<file path="src/include/timer_pkg.sv">
// Constants and types shared by the reloadable timer channel
package timer_pkg;
   // ==========================================================
   // Register map
   localparam logic [7:0] ADDR_CTRL = 8'h00;
   localparam logic [7:0] ADDR_MODE = 8'h04;
   localparam logic [7:0] ADDR_TIMER = 8'h08;
   localparam logic [7:0] ADDR_STATUS = 8'h0C;
   // ==========================================================
   // Widths and values
   localparam int CNT_W = 16;
   localparam logic [15:0] CNT_ZERO = 16'h0000;
   localparam logic [15:0] CNT_MAX = 16'hFFFF;
   localparam logic [31:0] DATA_ZERO = 32'h0000_0000;
   localparam int PRE_W = 5;
   localparam logic [4:0] DIV_EIGHT_LAST = 5'h07;
   localparam logic [4:0] DIV_THIRTY_TWO_LAST = 5'h1F;
   // ==========================================================
   // Synchronised pin indices
   localparam int PIN_N = 3;
   localparam int PIN_GATE = 0;
   localparam int PIN_DIR = 1;
   localparam int PIN_SUB = 2;
   // ==========================================================
   // Source selects: clock in timer mode, event in event mode
   localparam logic [1:0] CLK_UNDIV = 2'h0;
   localparam logic [1:0] CLK_DIV8 = 2'h1;
   localparam logic [1:0] CLK_DIV32 = 2'h2;
   localparam logic [1:0] CLK_SUB32 = 2'h3;
   localparam logic [1:0] SRC_PIN = 2'h0;
   localparam logic [1:0] SRC_B_ONE = 2'h1;
   localparam logic [1:0] SRC_X_ZERO = 2'h2;
   localparam logic [1:0] SRC_X_TWO = 2'h3;
   // ==========================================================
   // Register layouts
   typedef enum logic [1:0] {
      MODE_TIMER = 2'b00,
      MODE_EVENT = 2'b01,
      MODE_ONE_SHOT = 2'b10,
      MODE_PWM = 2'b11
   } op_mode_t;
   typedef struct packed {
      logic [1:0] src;
      logic free_run;
      logic opt_b;
      logic opt_a;
      logic pulse_en;
      op_mode_t mode;
   } mode_reg_t;
   typedef struct packed {
      logic up;
      logic start;
   } ctrl_reg_t;
   localparam mode_reg_t MODE_RST = '{2'h0, 1'b0, 1'b0, 1'b0, 1'b0,
                                      MODE_TIMER};
   localparam ctrl_reg_t CTRL_RST = '{1'b0, 1'b0};
endpackage : timer_pkg

</file>
<file path="src/include/timer_links_if.sv">
// Links between the pin synchroniser, prescaler and timer core
`timescale 1ns/1ps
interface timer_links_if;
   logic [timer_pkg::PIN_N-1:0] lvl;
   logic [timer_pkg::PIN_N-1:0] rise;
   logic [timer_pkg::PIN_N-1:0] fall;
   logic tick_div8;
   logic tick_div32;
   logic tick_sub32;
   modport sync_mp (output lvl, output rise, output fall);
   modport presc_mp (input rise, output tick_div8, output tick_div32,
                     output tick_sub32);
   modport core_mp (input lvl, input rise, input fall, input tick_div8,
                    input tick_div32, input tick_sub32);
endinterface : timer_links_if

</file>
<file path="src/hdl/pin_sync.sv">
// Two-flop synchroniser and edge detector for the timer pins
`timescale 1ns/1ps
module pin_sync (
   input wire logic clk_i,
   input wire logic rst_n_i,
   input wire logic [timer_pkg::PIN_N-1:0] pins_i,
   timer_links_if.sync_mp links
);
   typedef struct packed {
      logic [timer_pkg::PIN_N-1:0] s1;
      logic [timer_pkg::PIN_N-1:0] s2;
      logic [timer_pkg::PIN_N-1:0] s3;
   } sync_st_t;
   sync_st_t st_r;
   sync_st_t st_nxt;
   // ==========================================================
   // Sampling chain; edges come from second and third stage
   always_comb begin
      st_nxt = st_r;
      st_nxt.s1 = pins_i;
      st_nxt.s2 = st_r.s1;
      st_nxt.s3 = st_r.s2;
   end
   always_ff @(posedge clk_i or negedge rst_n_i) begin
      if (!rst_n_i) begin
         st_r <= '0;
      end else begin
         st_r <= st_nxt;
      end
   end
   assign links.lvl = st_r.s2;
   assign links.rise = st_r.s2 & ~st_r.s3;
   assign links.fall = ~st_r.s2 & st_r.s3;
endmodule : pin_sync

</file>
<file path="src/hdl/tick_prescaler.sv">
// Divided clock enables for the timer count source
`timescale 1ns/1ps
module tick_prescaler (
   input wire logic clk_i,
   input wire logic rst_n_i,
   timer_links_if.presc_mp links
);
   typedef struct packed {
      logic [timer_pkg::PRE_W-1:0] div_cnt;
      logic [timer_pkg::PRE_W-1:0] sub_cnt;
      logic t8;
      logic t32;
      logic ts;
   } pre_st_t;
   pre_st_t st_r;
   pre_st_t st_nxt;
   // ==========================================================
   // Free running dividers
   always_comb begin
      st_nxt = st_r;
      st_nxt.div_cnt = st_r.div_cnt + 5'h01;
      st_nxt.t8 = (st_r.div_cnt[2:0] == timer_pkg::DIV_EIGHT_LAST[2:0]);
      st_nxt.t32 = (st_r.div_cnt == timer_pkg::DIV_THIRTY_TWO_LAST);
      st_nxt.ts = 1'b0;
      if (links.rise[timer_pkg::PIN_SUB]) begin
         st_nxt.sub_cnt = st_r.sub_cnt + 5'h01;
         st_nxt.ts = (st_r.sub_cnt == timer_pkg::DIV_THIRTY_TWO_LAST);
      end
   end
   always_ff @(posedge clk_i or negedge rst_n_i) begin
      if (!rst_n_i) begin
         st_r <= '0;
      end else begin
         st_r <= st_nxt;
      end
   end
   assign links.tick_div8 = st_r.t8;
   assign links.tick_div32 = st_r.t32;
   assign links.tick_sub32 = st_r.ts;
endmodule : tick_prescaler

</file>
<file path="src/hdl/gp_timer.sv">
// Reloadable 16-bit timer channel: timer and event counter modes
`timescale 1ns/1ps
module gp_timer (
   input wire logic SYS_CLK_I,
   input wire logic RST_B_I,
   input wire logic PSEL_I,
   input wire logic PENABLE_I,
   input wire logic PWRITE_I,
   input wire logic [7:0] PADDR_I,
   input wire logic [31:0] PWDATA_I,
   output logic [31:0] PRDATA_O,
   output logic PREADY_O,
   output logic PSLVERR_O,
   input wire logic EVENT_GATE_INPUT_PIN_I,
   input wire logic TOGGLE_DIRECTION_PIN_I,
   output logic TOGGLE_DIRECTION_PIN_O,
   output logic TOGGLE_DIRECTION_PIN_OE_O,
   input wire logic SUBCLOCK_I,
   input wire logic B_TIMER_ONE_OVF_I,
   input wire logic X_TIMER_ZERO_OVF_I,
   input wire logic X_TIMER_TWO_OVF_I,
   output logic IRQ_O
);
   typedef struct packed {
      timer_pkg::ctrl_reg_t ctrl;
      timer_pkg::mode_reg_t mode;
      logic [timer_pkg::CNT_W-1:0] reload;
      logic [timer_pkg::CNT_W-1:0] cnt;
      logic out_lvl;
      logic out_oe;
      logic irq;
      logic [31:0] prdata;
      logic pready;
      logic pslverr;
   } core_st_t;
   localparam core_st_t CORE_RST = '{timer_pkg::CTRL_RST,
      timer_pkg::MODE_RST, timer_pkg::CNT_ZERO, timer_pkg::CNT_ZERO,
      1'b0, 1'b0, 1'b0, timer_pkg::DATA_ZERO, 1'b0, 1'b0};

   core_st_t st_r;
   core_st_t st_nxt;
   logic [1:0] rst_sync_r;
   logic rst_n;
   logic setup_c;
   logic wr_c;
   logic wr_timer_c;
   logic is_timer_c;
   logic is_event_c;
   logic clk_tick_c;
   logic gate_ok_c;
   logic ev_tick_c;
   logic up_c;
   logic step_c;
   logic wrap_c;

   timer_links_if links ();

   // ==========================================================
   // Reset release
   always_ff @(posedge SYS_CLK_I or negedge RST_B_I) begin
      if (!RST_B_I) begin
         rst_sync_r <= 2'h0;
      end else begin
         rst_sync_r <= {rst_sync_r[0], 1'b1};
      end
   end
   assign rst_n = rst_sync_r[1];

   // ==========================================================
   // Pin synchroniser and count source prescaler
   pin_sync u_sync (
      .clk_i(SYS_CLK_I),
      .rst_n_i(rst_n),
      .pins_i({SUBCLOCK_I, TOGGLE_DIRECTION_PIN_I,
               EVENT_GATE_INPUT_PIN_I}),
      .links(links.sync_mp)
   );
   tick_prescaler u_presc (
      .clk_i(SYS_CLK_I),
      .rst_n_i(rst_n),
      .links(links.presc_mp)
   );

   // ==========================================================
   // Bus decode
   assign setup_c = PSEL_I & ~PENABLE_I;
   assign wr_c = PSEL_I & PENABLE_I & st_r.pready & PWRITE_I;
   assign wr_timer_c = wr_c & (PADDR_I == timer_pkg::ADDR_TIMER);

   // ==========================================================
   // Count source selection
   assign is_timer_c = (st_r.mode.mode == timer_pkg::MODE_TIMER);
   assign is_event_c = (st_r.mode.mode == timer_pkg::MODE_EVENT);

   always_comb begin
      unique case (st_r.mode.src)
         timer_pkg::CLK_UNDIV: clk_tick_c = 1'b1;
         timer_pkg::CLK_DIV8: clk_tick_c = links.tick_div8;
         timer_pkg::CLK_DIV32: clk_tick_c = links.tick_div32;
         timer_pkg::CLK_SUB32: clk_tick_c = links.tick_sub32;
      endcase
   end

   always_comb begin
      unique case (st_r.mode.src)
         timer_pkg::SRC_PIN: begin
            ev_tick_c = st_r.mode.opt_a ? links.rise[timer_pkg::PIN_GATE]
                                        : links.fall[timer_pkg::PIN_GATE];
         end
         timer_pkg::SRC_B_ONE: ev_tick_c = B_TIMER_ONE_OVF_I;
         timer_pkg::SRC_X_ZERO: ev_tick_c = X_TIMER_ZERO_OVF_I;
         timer_pkg::SRC_X_TWO: ev_tick_c = X_TIMER_TWO_OVF_I;
      endcase
   end

   // Gate: opt_a enables it, opt_b picks the active level
   assign gate_ok_c = ~st_r.mode.opt_a |
      (links.lvl[timer_pkg::PIN_GATE] == st_r.mode.opt_b);

   // Direction: opt_b takes it from the direction pin input level
   assign up_c = is_event_c & (st_r.mode.opt_b
      ? links.lvl[timer_pkg::PIN_DIR] : st_r.ctrl.up);

   assign step_c = st_r.ctrl.start & ((is_timer_c & clk_tick_c & gate_ok_c)
      | (is_event_c & ev_tick_c));
   assign wrap_c = step_c & (up_c ? (st_r.cnt == timer_pkg::CNT_MAX)
      : (st_r.cnt == timer_pkg::CNT_ZERO));

   // ==========================================================
   // Next state
   always_comb begin
      st_nxt = st_r;
      st_nxt.irq = 1'b0;
      // Counter
      if (step_c) begin
         if (wrap_c) begin
            if (is_event_c && st_r.mode.free_run) begin
               st_nxt.cnt = up_c ? timer_pkg::CNT_ZERO
                                 : timer_pkg::CNT_MAX;
            end else begin
               st_nxt.cnt = st_r.reload;
            end
            st_nxt.irq = 1'b1;
            if (st_r.mode.pulse_en) begin
               st_nxt.out_lvl = ~st_r.out_lvl;
            end
         end else if (up_c) begin
            st_nxt.cnt = st_r.cnt + 16'h0001;
         end else begin
            st_nxt.cnt = st_r.cnt - 16'h0001;
         end
      end
      // Register writes
      if (wr_timer_c) begin
         st_nxt.reload = PWDATA_I[timer_pkg::CNT_W-1:0];
         if (!st_r.ctrl.start) begin
            st_nxt.cnt = PWDATA_I[timer_pkg::CNT_W-1:0];
         end
      end
      if (wr_c && (PADDR_I == timer_pkg::ADDR_CTRL)) begin
         st_nxt.ctrl = timer_pkg::ctrl_reg_t'(PWDATA_I[1:0]);
      end
      if (wr_c && (PADDR_I == timer_pkg::ADDR_MODE)) begin
         st_nxt.mode = timer_pkg::mode_reg_t'(PWDATA_I[7:0]);
      end
      // Pin drive: released when used as direction input
      st_nxt.out_oe = st_r.mode.pulse_en &
         ~(is_event_c & st_r.mode.opt_b);
      // Bus answer, presented during the access phase
      st_nxt.pready = setup_c;
      st_nxt.pslverr = 1'b0;
      st_nxt.prdata = timer_pkg::DATA_ZERO;
      if (setup_c) begin
         unique case (PADDR_I)
            timer_pkg::ADDR_CTRL: begin
               st_nxt.prdata[1:0] = st_r.ctrl;
            end
            timer_pkg::ADDR_MODE: begin
               st_nxt.prdata[7:0] = st_r.mode;
            end
            timer_pkg::ADDR_TIMER: begin
               st_nxt.prdata[15:0] = st_r.cnt;
            end
            timer_pkg::ADDR_STATUS: begin
               st_nxt.prdata[2:0] = {links.lvl[timer_pkg::PIN_DIR],
                                     st_r.out_oe, st_r.out_lvl};
            end
            default: begin
               st_nxt.pslverr = 1'b1;
            end
         endcase
      end
   end

   always_ff @(posedge SYS_CLK_I or negedge rst_n) begin
      if (!rst_n) begin
         st_r <= CORE_RST;
      end else begin
         st_r <= st_nxt;
      end
   end

   // ==========================================================
   // Outputs
   assign PRDATA_O = st_r.prdata;
   assign PREADY_O = st_r.pready;
   assign PSLVERR_O = st_r.pslverr;
   assign TOGGLE_DIRECTION_PIN_O = st_r.out_lvl;
   assign TOGGLE_DIRECTION_PIN_OE_O = st_r.out_oe;
   assign IRQ_O = st_r.irq;
endmodule : gp_timer

</file>
<file path="config.mk">
export PLATFORM = sky130hd
export DESIGN_NAME = gp_timer
export DESIGN_NICKNAME = d
export VERILOG_FILES = /design/src/include/timer_pkg.sv /design/src/include/timer_links_if.sv /design/src/hdl/pin_sync.sv /design/src/hdl/tick_prescaler.sv /design/src/hdl/gp_timer.sv
export SDC_FILE = /design/constraint.sdc
export NUM_CORES = 1
export LEC_CHECK = 0
export ABC_AREA = 1
export BUFFER_PORTS_ARGS = -buffer_cell sky130_fd_sc_hd__buf_2
export CORE_MARGIN = 1.5
export CORE_UTILIZATION = 56
export CTS_CLUSTER_DIAMETER = 40
export CTS_CLUSTER_SIZE = 25
export DETAILED_ROUTE_END_ITERATION = 10
export GPL_TIMING_DRIVEN = 0
export PLACE_DENSITY = 0.84
export SYNTH_ARGS = -nofsm -noshare
export SYNTH_HDL_FRONTEND = slang
export SYNTH_HIERARCHICAL = 1
export SYNTH_SLANG_ARGS = --single-unit
</file>
<file path="constraint.sdc">
create_clock -name SYS_CLK_I -period 3.7 [get_ports SYS_CLK_I]
set_clock_uncertainty 0.1 [all_clocks]
set_input_delay 0.74 -clock SYS_CLK_I [delete_from_list [all_inputs] [get_ports SYS_CLK_I]]
set_output_delay 0.74 -clock SYS_CLK_I [all_outputs]
set_load 0.02 [all_outputs]
</file>
==> results.md <==
* Status: completed
* Pins Over Slew Limit at 0
* Tightest Pin Transition at 0.5529 ns
* Layout Utilization at roughly two thirds
* Die area at 0.009893 mm^2
* Reg2reg end: st_r[52]$_DFF_PN0_
* Initial antenna violation count at 0
* Fin cells at between 800 and 900
* Required @ worst endpoint at 3.88 ns
* Syn Area/Cell at approximately 7.6 um^2
* CTS max path bufs at 2
* Row Count at 35
* Period utilisation layout at between 70% and 80%
* Placed Instances at approximately 870
* Pin count of the biggest net entering global routing at 67
* Slowest stage cell, crit path: dfrtp_1
* Final ANT Viol Nets at 0
* Synth-to-layout area growth at 13.09%
* Worst stage delay on the critical path at approximately 0.5 ns
* Crit path time final at between 2 and 3 ns
* Core ar. at between 0.009 and 0.01 mm^2
* Critical path type: flop to flop
* CP Max Fanout at 18
* GPL Wtd Cong at 0.9143
* Routed WL at about 12000 um
* Die width at between 90 and 100 um
* FF-to-FF Start: st_r[73]$_DFFE_PN0P_
* H-tree depth at 3
* TritonCTS clock tree: done
* Syn Inst Count at between 600 and 700
* Worst reg-to-reg setup slack at a little under 0.9 ns
* Area of the multi-input gates at roughly 0.0024 mm^2
* Pre-Repair DR Iteration Count at 5
* Max Fclk at 356.2 MHz
* CTS Buf Count at 9
* Grt total ovfl at 0
* RSZ-0062 raised after global routing: no
* Port Buffers at 55
* Worst-path clk slew at approximately 0.1 ns
* Leak at 3.320 nW
* Die height at between 90 and 100 um
* Hold Path Class: primary input to async pin
* Mapped cell area at approximately 0.0052 mm^2
* First-pass GRT wire length at between 20000 and 25000 um
* Critical Path, Cell by Cell: nand2_1, a21oi_4, inv_2, ha_1, a21oi_1, nor2_1, nor2_1, nor2_1, nor2_1, nand2_1, nand2_1, nand3_1, a21oi_1
* Endpoints failing hold at 0
* Fill cells at approximately 800
* Max-slew headroom at between 60 and 70%
* Cell Pwr Density at around 320 mW/mm^2
* Worst setup SP type: flop
* Worst vdd ir at about 0.34 mV
* Vias in the first global route at 4551
* ANT cells at 0
* Total Neg Setup Slack at 0 ns
* FF+latch area at about 0.0022 mm^2
* R2R cell count at 13
* Max-cap viol count at 0
* Crit end category: flop
* Final net count at 844
* Worst Path Arrival at ~3 ns
* CTS root buffer: clkbuf_8
* Vias post-DR at 4628
* Hold buffers post-CTS at 0
* CTS resizes at 0
* Clk_lat worst skew at between 0.3 and 0.4 ns
* Wire length per cell at between 10 and 15 um
* Global Route Usage Sum at 27.25%
* Initial Util at between 50 and 60%
* Synthesis Warnings at 6
* Clock Sinks at 86
* DPL Wire Length at approximately 9600 um
* Layout cells sized above 1 at about 19%
* IO Pins at 88
* Vias/cell at approximately 5.2
* DRC violations left at 0
* Post-CTS Setup Bufs at 0
* Count of final setup violators at 0
* CP dominant cell by count: nor2_1
* Detailed Route Iter0 Violations at about 360
flip-flops by register name (all words and copies together), names as in the netlist:
| signal | count |
|---|---|
| u_presc/st_r | 10 |
| u_sync/links.lvl | 3 |
| u_presc/links.tick_div32 | 1 |
| PRDATA_O | 16 |
| PSLVERR_O | 1 |
| PREADY_O | 1 |
| u_sync/st_nxt | 3 |
| u_presc/links.tick_div8 | 1 |
| IRQ_O | 1 |
| rst_sync_r | 2 |
| st_r | 42 |
| u_sync/st_r | 2 |
| u_presc/links.tick_sub32 | 1 |
| TOGGLE_DIRECTION_PIN_OE_O | 1 |
| TOGGLE_DIRECTION_PIN_O | 1 |
metrics by stage:
step           area, um^2  hold slack (ns)  total power, mW  worst slack (ns)
4_1_cts              5893          0.03817            1.889            0.9314
2_1_floorplan        5268           0.2312            1.194             1.027
3_3_place_gp         5682           0.2321            1.255            0.2006
3_5_place_dp         5713           0.1087            1.272            0.9694
6_report             5893          0.05049            1.880            0.8924
5_1_grt              5893          0.03216            1.980            0.7130
layout make-up:
type,instances,area share [%]
timing repair buffer,56,5.138
clock buffer,9,2.102
buffer,49,6.030
inverter,98,6.242
multi-input combinational,471,40.59
tap,111,2.357
clock inverter,7,0.9554
sequential,86,36.58
power by group:
group | leakage [nW] | total [mW] | internal, mW | switching [mW]
registers | 1.12 | 1.02 | 0.979 | 0.0429
logic | 2.11 | 0.233 | 0.0930 | 0.140
clock network | 0.0895 | 0.624 | 0.253 | 0.371
worst max-delay path: cells and delay by family, from the launching register on:
family          cells  cell delay (ns)
compound gates      3             0.68
fa+ha+maj           1             0.41
buf+inv             1             0.24
flops               1             0.50
simple gates        8             0.80
layout by cell type, fill, tap and decap left out, types with 2 or more instances in the layout:
master      count
o21ai_1        18
a21oi_1        46
nand2_2         4
nand3_1        44
buf_4          36
and3_1          2
buf_2          60
nand2_4         2
nand3b_1        2
xor2_1          6
clkbuf_1        4
ha_1           21
clkinv_2        2
nor3_1          8
inv_2           5
conb_1         17
mux2_4          3
o21ai_0        24
inv_8           2
nand2_1       184
clkbuf_8        9
mux2_2          5
clkinvlp_4      2
buf_6           4
nand4_1         8
dfrtp_1        85
nor2_1         62
inv_1          93
routing by layer:
layer  share of wire, %  vias up  wire, um  GRT usage [%]
met5                  0        -         0              0
met4                2.6        0       321          10.73
met3                7.6       25       932          5.271
met2                 46      183      5642          44.36
met1                 44     2132      5430          36.15
li1                   -     2288         -              -
worst max path at each step:
stage | end | from | slack (ns) | cells after the start
floorplan | IRQ_O$_DFF_PN0_ | rst_sync_r[1]$_DFF_PN0_ | 1.03 | 0
global placement | PRDATA_O[2]$_DFF_PN0_ | rst_sync_r[1]$_DFF_PN0_ | 0.20 | 0
detailed placement | st_r[46]$_DFF_PN0_ | st_r[73]$_DFFE_PN0P_ | 0.97 | 15
CTS | st_r[52]$_DFF_PN0_ | st_r[73]$_DFFE_PN0P_ | 0.93 | 14
global route | st_r[46]$_DFF_PN0_ | st_r[73]$_DFFE_PN0P_ | 0.71 | 15
finish | st_r[52]$_DFF_PN0_ | st_r[73]$_DFFE_PN0P_ | 0.89 | 13
No activity file was read; power rests on OpenSTA's default activity.
